## src/design/char_oled_map.svh

```systemverilog
// Command codes, field positions, address ranges and counts for the character display decoder
`ifndef CHAR_OLED_MAP_SVH
`define CHAR_OLED_MAP_SVH

// Command opcodes, compared against the top bits of a command byte
`define OP_FUNC_SET      3'b001
`define OP_USER_CHAR_RAM_ADDR    2'b01
`define OP_SHIFT         4'b0001
`define OP_EXT_FUNC      5'b00001
`define OP_ENTRY         6'b000001
`define OP_OLED_SEL      7'b0111100

// Function set field positions
`define FS_LINES_BIT     3
`define FS_DH_BE_BIT     2
`define FS_RE_BIT        1
`define FS_IS_REV_BIT    0

// Scroll quantity saturation
`define SCROLL_SAT       2'b11
`define SCROLL_MAX       6'h30

// Display RAM line ranges
`define L1_LAST          7'h4f
`define L2A_LAST         7'h27
`define L2B_FIRST        7'h40
`define L2B_LAST         7'h67
`define LINE_COL_LAST    5'h13

// Reset values and counts
`define ADDR_RESET       7'h00
`define BUSY_CYCLES_DEF  4
`define PART_ID_DEF      7'h2a

`endif

```

## src/design/char_oled_pkg.sv

```systemverilog
// Types shared by the character display decoder
package char_oled_pkg;

   typedef enum logic [1:0] {
      ST_READY = 2'b01,
      ST_BUSY  = 2'b10
   } phase_t;

   typedef enum logic {
      RAM_DISPLAY = 1'b0,
      RAM_USER    = 1'b1
   } ram_sel_t;

   typedef struct packed {
      logic       valid;
      logic       cmdDataSel;
      logic       readWriteSel;
      logic [7:0] data;
   } host_req_t;

   typedef struct packed {
      logic       valid;
      logic [7:0] data;
   } host_rsp_t;

   typedef struct packed {
      logic       pix;
      logic       userChar;
      logic       blinkPhase;
      logic [1:0] blinkRows;
   } dot_in_t;

   typedef struct packed {
      logic       extRegSelect;
      logic       specialRegSelect;
      logic       oledCmdSetSel;
      logic       fourLineMode;
      logic       lineCountSel;
      logic       doubleHeightEn;
      logic       cgramBlinkEn;
      logic       reverseDisplay;
      logic       segScanDir;
      logic       comScanDir;
      logic       heightFormatHi;
      logic       heightFormatLo;
      logic       shiftModeSel;
      logic [3:0] lineShiftEn;
      logic [3:0] lineScrollEn;
      logic [5:0] scrollQuantity;
   } disp_cfg_t;

   typedef struct packed {
      phase_t     phase;
      logic [7:0] busyCnt;
      disp_cfg_t  cfg;
      logic [6:0] addr;
      ram_sel_t   ramSel;
      logic       idNext;
      logic [7:0] outData;
      host_rsp_t  rsp;
      logic [5:0] scrollDots;
      logic [1:0] lineIdx;
      logic       inRange;
      logic       rowShift;
      logic       rowScroll;
      logic       dot;
   } dec_state_t;

endpackage

```

## src/design/char_oled_command_decoder.sv

```systemverilog
// Command and data decoder for the character display controller
//
// Function
// - Byte 001xxxxx is function set; bit3 lines, bit2 height, bit1 extended, bit0 special.
// - Line count bit picks 1 or 2 lines, or 3 or 4 in four-line mode.
// - Double height gives 5x16 on two lines; one-line double height is forbidden.
// - Function set with extended bit takes bit2 as blink and bit0 as reverse.
// - Scan, shift, scroll, height format and blink/reverse bits load only in extended mode.
// - Reverse display inverts every displayed dot.
// - Blink enable makes user characters blink, using the top two row bits.
// - Byte 01xxxxxx outside extended mode loads a 6-bit user RAM address and selects user RAM.
// - Byte 1xxxxxxx outside extended mode loads a 7-bit display RAM address.
// - Two-line mode: 00-27 first line, 40-67 second line.
// - Three-line mode: 00-13, 20-33, 40-53.
// - Four-line mode adds a fourth line at 60-73.
// - Byte 1xxxxxxx in extended mode sets scroll quantity, saturating at 48 dots.
// - Each line enable covers eight common rows, 0-7 through 24-31.
// - Status read returns busy on bit 7 and address or identity below.
// - First status read returns the address, an immediate second returns the identity.
// - Data write stores the byte in the RAM chosen by the last address command.
// - Every RAM data write or read steps the address counter by one.
// - First data read after an address set is invalid; host does a dummy read.
// - Cursor shift reloads the read data register like an address set.
// - After a write steps the counter, a read returns the earlier latched data.
// - Increment direction high counts up, low counts down.
`include "char_oled_map.svh"
module char_oled_command_decoder #(
   parameter int         BUSY_CYCLES = `BUSY_CYCLES_DEF,
   parameter logic [6:0] PART_ID     = `PART_ID_DEF  // Arbitrary identification value
) (
   // Clock and reset
   input  wire logic                      ref_clk,
   input  wire logic                      rst_b,
   // Host access
   input  wire char_oled_pkg::host_req_t  hostReq,
   input  wire logic                      incrementDirection,
   output char_oled_pkg::host_rsp_t       hostRsp,
   output logic                           busyFlag,
   // Configuration
   output char_oled_pkg::disp_cfg_t       dispCfg,
   output logic      [5:0]                scrollDots,
   // Address status
   output logic      [1:0]                lineIndex,
   output logic                           addrInRange,
   // Row and dot path
   input  wire logic [4:0]                comRow,
   input  wire char_oled_pkg::dot_in_t    dotIn,
   output logic                           rowShiftEn,
   output logic                           rowScrollEn,
   output logic                           dotOut
);
   import char_oled_pkg::*;

   localparam dec_state_t RESET_STATE = '{phase: ST_READY, ramSel: RAM_DISPLAY, default: '0};

   dec_state_t s_reg;
   dec_state_t s_next;
   logic [7:0] dispQ;
   logic [7:0] userQ;
   logic [7:0] ramQ;
   logic       dispWe;
   logic       userWe;
   logic [1:0] mapLine;
   logic       mapInRange;
   logic       mapShift;
   logic       mapScroll;
   logic       busyRd;
   logic       accReady;
   logic       cmdGo;
   logic       wrGo;
   logic       rdGo;
   logic [7:0] cmd;

   function automatic logic [6:0] stepAddr(input logic [6:0] a, input ram_sel_t sel, input logic up);
      logic [6:0] n;
      n = up ? 7'(a + 7'h01) : 7'(a - 7'h01);
      if (sel == RAM_USER) begin
         n[6] = 1'b0;
      end
      return n;
   endfunction

   assign cmd      = hostReq.data;
   assign busyRd   = hostReq.valid && !hostReq.cmdDataSel && hostReq.readWriteSel;
   assign accReady = hostReq.valid && (s_reg.phase == ST_READY) && !busyRd;
   assign cmdGo    = accReady && !hostReq.cmdDataSel && !hostReq.readWriteSel;
   assign wrGo     = accReady && hostReq.cmdDataSel && !hostReq.readWriteSel;
   assign rdGo     = accReady && hostReq.cmdDataSel && hostReq.readWriteSel;
   assign ramQ     = (s_reg.ramSel == RAM_USER) ? userQ : dispQ;
   assign dispWe   = wrGo && (s_reg.ramSel == RAM_DISPLAY);
   assign userWe   = wrGo && (s_reg.ramSel == RAM_USER);

   char_ram #(.AW(7), .DEPTH(128)) u_disp_ram (
      .ref_clk (ref_clk),
      .we      (dispWe),
      .addr    (s_reg.addr),
      .wdata   (cmd),
      .rdata   (dispQ)
   );

   char_ram #(.AW(6), .DEPTH(64)) u_user_ram (
      .ref_clk (ref_clk),
      .we      (userWe),
      .addr    (s_reg.addr[5:0]),
      .wdata   (cmd),
      .rdata   (userQ)
   );

   display_line_map u_line_map (
      .addr         (s_reg.addr),
      .fourLineMode (s_reg.cfg.fourLineMode),
      .lineCountSel (s_reg.cfg.lineCountSel),
      .comRow       (comRow),
      .lineShiftEn  (s_reg.cfg.lineShiftEn),
      .lineScrollEn (s_reg.cfg.lineScrollEn),
      .lineIndex    (mapLine),
      .inRange      (mapInRange),
      .rowShift     (mapShift),
      .rowScroll    (mapScroll)
   );

   always_comb begin
      s_next           = s_reg;
      s_next.rsp.valid = 1'b0;
      s_next.lineIdx   = mapLine;
      s_next.inRange   = mapInRange;
      s_next.rowShift  = mapShift;
      s_next.rowScroll = mapScroll;
      // Reverse inverts after user-font blink has blanked the dot
      s_next.dot = s_reg.cfg.reverseDisplay ^
                   (dotIn.pix & ~(s_reg.cfg.cgramBlinkEn & dotIn.userChar &
                                  dotIn.blinkPhase & (|dotIn.blinkRows)));
      s_next.scrollDots = (s_reg.cfg.scrollQuantity[5:4] == `SCROLL_SAT) ?
                          `SCROLL_MAX : s_reg.cfg.scrollQuantity;

      if (s_reg.phase == ST_BUSY) begin
         s_next.busyCnt = 8'(s_reg.busyCnt - 8'h01);
         if (s_reg.busyCnt == 8'h01) begin
            s_next.phase = ST_READY;
         end
      end

      if (busyRd) begin
         s_next.rsp.valid = 1'b1;
         s_next.rsp.data  = {(s_reg.phase == ST_BUSY),
                             s_reg.idNext ? PART_ID : s_reg.addr};
         s_next.idNext    = !s_reg.idNext;
      end else if (hostReq.valid) begin
         s_next.idNext = 1'b0;
      end

      if (accReady) begin
         s_next.phase   = ST_BUSY;
         s_next.busyCnt = 8'(BUSY_CYCLES);
      end

      if (wrGo) begin
         s_next.addr = stepAddr(s_reg.addr, s_reg.ramSel, incrementDirection);
      end

      if (rdGo) begin
         // The read register lags the counter by one access
         s_next.rsp.valid = 1'b1;
         s_next.rsp.data  = s_reg.outData;
         s_next.outData   = ramQ;
         s_next.addr      = stepAddr(s_reg.addr, s_reg.ramSel, incrementDirection);
      end

      if (cmdGo) begin
         if (s_reg.cfg.extRegSelect && cmd[7:1] == `OP_OLED_SEL) begin
            s_next.cfg.oledCmdSetSel = cmd[0];
         end else if (s_reg.cfg.oledCmdSetSel) begin
            // Command-set mode: basic table disabled
            s_next.cfg = s_reg.cfg;
         end else if (cmd[7]) begin
            if (s_reg.cfg.extRegSelect) begin
               s_next.cfg.scrollQuantity = cmd[5:0];
            end else begin
               s_next.addr    = cmd[6:0];
               s_next.ramSel  = RAM_DISPLAY;
               // Stale RAM output is latched, so the next read is the dummy
               s_next.outData = ramQ;
            end
         end else if (cmd[7:6] == `OP_USER_CHAR_RAM_ADDR && !s_reg.cfg.extRegSelect) begin
            s_next.addr    = {1'b0, cmd[5:0]};
            s_next.ramSel  = RAM_USER;
            s_next.outData = ramQ;
         end else if (cmd[7:5] == `OP_FUNC_SET) begin
            s_next.cfg.lineCountSel = cmd[`FS_LINES_BIT];
            s_next.cfg.extRegSelect = cmd[`FS_RE_BIT];
            if (cmd[`FS_RE_BIT]) begin
               s_next.cfg.cgramBlinkEn   = cmd[`FS_DH_BE_BIT];
               s_next.cfg.reverseDisplay = cmd[`FS_IS_REV_BIT];
            end else begin
               s_next.cfg.doubleHeightEn   = cmd[`FS_DH_BE_BIT];
               s_next.cfg.specialRegSelect = cmd[`FS_IS_REV_BIT];
            end
         end else if (cmd[7:4] == `OP_SHIFT) begin
            if (s_reg.cfg.extRegSelect) begin
               if (!s_reg.cfg.specialRegSelect) begin
                  s_next.cfg.heightFormatHi = cmd[3];
                  s_next.cfg.heightFormatLo = cmd[2];
                  s_next.cfg.shiftModeSel   = cmd[0];
               end else if (s_reg.cfg.shiftModeSel) begin
                  s_next.cfg.lineShiftEn = cmd[3:0];
               end else begin
                  s_next.cfg.lineScrollEn = cmd[3:0];
               end
            end else if (!s_reg.cfg.specialRegSelect && !cmd[3]) begin
               // Cursor shift: bit2 picks the direction
               s_next.addr    = stepAddr(s_reg.addr, s_reg.ramSel, cmd[2]);
               s_next.outData = ramQ;
            end
         end else if (cmd[7:3] == `OP_EXT_FUNC) begin
            if (s_reg.cfg.extRegSelect) begin
               s_next.cfg.fourLineMode = cmd[0];
            end
         end else if (cmd[7:2] == `OP_ENTRY) begin
            if (s_reg.cfg.extRegSelect) begin
               s_next.cfg.comScanDir = cmd[1];
               s_next.cfg.segScanDir = cmd[0];
            end
         end
      end
   end

   always_ff @(posedge ref_clk or negedge rst_b) begin
      if (!rst_b) begin
         s_reg <= RESET_STATE;
      end else begin
         s_reg <= s_next;
      end
   end

   assign hostRsp     = s_reg.rsp;
   assign busyFlag    = (s_reg.phase == ST_BUSY);
   assign dispCfg     = s_reg.cfg;
   assign scrollDots  = s_reg.scrollDots;
   assign lineIndex   = s_reg.lineIdx;
   assign addrInRange = s_reg.inRange;
   assign rowShiftEn  = s_reg.rowShift;
   assign rowScrollEn = s_reg.rowScroll;
   assign dotOut      = s_reg.dot;
endmodule

```

## src/design/char_ram.sv

```systemverilog
// Synchronous character RAM with registered read port
module char_ram #(
   parameter int AW    = 7,
   parameter int DEPTH = 128
) (
   // Clock
   input  wire logic          ref_clk,
   // Access
   input  wire logic          we,
   input  wire logic [AW-1:0] addr,
   input  wire logic [7:0]    wdata,
   output logic      [7:0]    rdata
);

   logic [7:0] mem [DEPTH];

   // Read data lags the address by one edge
   always_ff @(posedge ref_clk) begin
      if (we) begin
         mem[addr] <= wdata;
      end
      rdata <= mem[addr];
   end

endmodule

```

## src/design/display_line_map.sv

```systemverilog
// Maps a display RAM address to its line, and a common row to its line enables
`include "char_oled_map.svh"
module display_line_map (
   // Address and mode
   input  wire logic [6:0] addr,
   input  wire logic       fourLineMode,
   input  wire logic       lineCountSel,
   // Row gating
   input  wire logic [4:0] comRow,
   input  wire logic [3:0] lineShiftEn,
   input  wire logic [3:0] lineScrollEn,
   // Results
   output logic      [1:0] lineIndex,
   output logic            inRange,
   output logic            rowShift,
   output logic            rowScroll
);

   logic [3:0] rowHit;

   // Each enable bit owns eight common rows
   for (genvar g = 0; g < 4; g++) begin : g_row
      assign rowHit[g] = (comRow[4:3] == 2'(g));
   end
   assign rowShift  = |(rowHit & lineShiftEn);
   assign rowScroll = |(rowHit & lineScrollEn);

   always_comb begin
      lineIndex = 2'h0;
      inRange   = 1'b0;
      if (!fourLineMode) begin
         if (!lineCountSel) begin
            inRange = (addr <= `L1_LAST);
         end else if (addr <= `L2A_LAST) begin
            inRange = 1'b1;
         end else if (addr >= `L2B_FIRST && addr <= `L2B_LAST) begin
            lineIndex = 2'h1;
            inRange   = 1'b1;
         end
      end else begin
         // Lines start at 00, 20, 40 and 60 hex; the fourth exists only when the line count bit is set
         lineIndex = addr[6:5];
         inRange   = (addr[4:0] <= `LINE_COL_LAST) && (lineCountSel || addr[6:5] != 2'h3);
      end
   end

endmodule

```

## config.mk

```make
export PLATFORM = sky130hd
export DESIGN_NAME = char_oled_command_decoder
export DESIGN_NICKNAME = d
export VERILOG_FILES = /design/src/design/char_oled_pkg.sv /design/src/design/char_oled_command_decoder.sv /design/src/design/char_ram.sv /design/src/design/display_line_map.sv
export VERILOG_INCLUDE_DIRS = /design/src /design/src/design
export SDC_FILE = /design/constraint.sdc
export NUM_CORES = 2
export LEC_CHECK = 0
export BUFFER_PORTS_ARGS = -buffer_cell sky130_fd_sc_hd__buf_4
export CORE_MARGIN = 5
export CORE_UTILIZATION = 25
export DETAILED_ROUTE_END_ITERATION = 7
export GPL_ROUTABILITY_DRIVEN = 0
export GPL_TIMING_DRIVEN = 1
export RECOVER_POWER = 25
export SLEW_MARGIN = 10
export SYNTH_ARGS = -nofsm -noshare
export SYNTH_HDL_FRONTEND = slang
export SYNTH_SLANG_ARGS = --single-unit
```

## constraint.sdc

```tcl
create_clock -name ref_clk -period 4.7 [get_ports ref_clk]
set_input_delay 0.235 -clock ref_clk [delete_from_list [all_inputs] [get_ports ref_clk]]
set_output_delay 0.235 -clock ref_clk [all_outputs]
set_load 0.01 [all_outputs]
```

==> flow_summary.toml <==
[layout]
largestRegisters = "u_disp_ram.mem (1024), u_user_ram.mem (512)"
drive_gt1_frac = 0.2104
num-fill-cells = 25314
final_nets = 4124
syn2layout_area_growth_pct = 17.24
largest_reg_flops = 1024
max_flop_register = "u_disp_ram.mem"

[logic_synthesis]
yosys_warnings = 0
synth_common_cells = "edfxtp_1, nor2_1, nand2_1, mux2i_1, a221oi_1"
synth.area.top_cells = "edfxtp_1, mux4_2, dfrtp_1"
synth_seq_area_share = 0.7509
synth_top_area_share = 0.7167
synth_area_leader_cell = "edfxtp_1"
synth_top_flop_cell = "edfxtp_1"
yosysMostFrequentCell = "edfxtp_1"
synth_edf_count = 1536
async_reset_ff_frac = 0.04610
syn_area_um2 = 64350
synthesis.nets = 3845
netlist_instances = 3817
yosys.cell_types.count = 84
avgSynthCellArea_um2 = 16.86
synth_seq_cells = 1627

[detailed_routing]
drcViolationCount = 0
drt-total-wl_mm = 198.0
antenna_left = 0
avgRoutedWirePerCell_um = 26.00
first_iter_violations = 5440
viasPerCell = 5.028
dr_total_vias = 38296
dr.pass1.iters = 6

[power_and_ir_drop]
p_leak_nw = 23.90
ir_worst_vdd_v = 0.0004325
cellPowerDensity_nw_per_um2 = 561.5

[place]
hpwl_mm = 119.2
io_buffers = 69

[run_status]
status = "finished, violations left"
violations = "capacitance limit, slew limit"

[floorplan]
die_w_um = 517.4
num_rows = 186
io_pins = 73
initial_utilization = 0.2509
die_h_um = 517.4
die-area_um2 = 267700
design.core.area_um2 = 256500

[grt]
grt_pass1_wl_mm = 281.2
antenna_found_initial = 8
grt_overflow_total = 0
globalRouteTotalUtil = 0.1435
grt_max_degree = 181
grt_pass1_vias = 37323

[timing]
min_period_over_period = 0.8261
min_period_ns = 3.883
setup-violations-final = 0
hold_slack_ns = 0.0006021
relSlewSlack = -1.617
skew_ns = 0.02645
tightestPinTransition_ns = 3.926
drv_slew = 455
rsz0062_at_grt = "false"
hold_violations = 0
fmaxAchievable_mhz = 257.6
setup_tns_ns = 0

[setup_path]
end_kind = "flip-flop"
crit_type = "in2reg"
worstPathRequired_ns = 5.37
worstPathMaxFanout = 119
rrSetupSlack_ns = 0.93
crit_arrival_ns = 4.55
worst_setup_path_start_kind = "input port"

[flow_run]
cap_violations = 7

[hold_path]
hp-class = "in2reg"

[clocking]
htreeDepth = 4
tritoncts = "built"
cts_setup_buffers = 0
clkLatencyLatePin_ns = 0.81
clockRootBuffer = "clkbuf_16"
cts_buffers = 159
clk_path_buf_depth = 3
cts_sinks = 1627
postCtsResizedCells = 0
holdBufCountCts = 21
clk_pin_slew_ns = 0.06
[layout by cell type (no fill, tap or decap), types with 98 or more instances in the layout]
cell,n
o21ai_0,119
a21oi_1,128
a221oi_1,160
mux2i_1,183
nor2_1,367
a22oi_1,98
nand2_1,186
mux4_2,115
clkbuf_16,163
buf_4,360
edfxtp_1,1536
mux2_2,112
[where the power goes]
group          switching, mW  internal [mW]  leakage [nW]
clock                   5.49           6.82          2.43
combinational           9.02           4.41          6.57
sequential             0.525           16.1          14.9
[through the flow]
step	total power [mW]	instance area [um^2]	setup WS, ns	utilization	std cells
finish	42.36	75450	0.8173	0.2942	7617
floorplan	24.12	64350	1.914	-	3817
CTS	42.28	75490	1.011	0.2944	7614
global route	43.58	75440	0.5957	0.2942	7615
detailed placement	30.04	70280	1.077	0.2741	7298
global placement	30.04	70270	0.3141	0.2740	7297
[metal layers]
metal,part of all wire,routed length (um),up-vias,track usage
met1,0.40,78820,19902,0.1944
met2,0.46,91600,2244,0.2277
met5,0.00012,23,-,0
met4,0.036,7157,4,0.05126
met3,0.10,20400,377,0.03069
li1,-,-,15769,-
[cells by family after synthesis]
group / count (synthesis) / share of synthesized area
AO/OA/AOI/OAI: 751 / 0.08407
XOR/XNOR: 16 / 0.002178
adder cells (fa/ha/maj): 4 / 0.0007777
buffers and inverters: 310 / 0.02702
flip-flops: 1627 / 0.7509
multiplexers: 412 / 0.08912
AND/OR/NAND/NOR: 697 / 0.04594
[path summary, 6_finish.rpt]
kind / cells past startpoint / endpoint / startpoint
max in group asynchronous: 2 / s_reg[32]$_DFF_PN0_ / rst_b
min in group asynchronous: 2 / s_reg[70]$_DFFE_PN0P_ / rst_b
hold / removal: 1 / u_disp_ram.mem[104][2]$_DFFE_PP_ / hostReq[2]
hold reg to reg: 0 / scrollDots[5]$_DFF_PN0_ / dispCfg[5]$_DFFE_PN0P_
setup reg to reg: 4 / u_disp_ram.mem[9][5]$_DFFE_PP_ / s_reg[33]$_DFF_PN0_
setup / recovery: 5 / s_reg[31]$_DFF_PN0_ / hostReq[0]
[cell type report]
| type | count | area [um^2] | area share |
|---|---|---|---|
| flip-flops and latches | 1627 | 48340 | 0.6407 |
| multi-input cells | 1880 | 14410 | 0.1909 |
| clock buffers | 203 | 4289 | 0.05685 |
| well taps | 3384 | 4234 | 0.05612 |
| repair buffers | 413 | 3403 | 0.04511 |
| clock inverters | 92 | 708.2 | 0.009386 |
| inverters | 15 | 62.56 | 0.0008292 |
| diodes | 3 | 7.507 | 0.00009950 |
[worst max-delay path, cell delays in order]
cell and delay, ns:
dlygate4sd3_1 0.55, dlygate4sd2_1 2.83, buf_12 0.48, nand2_1 0.09, o311ai_0 0.13
No activity file was read; power rests on OpenSTA's default activity.
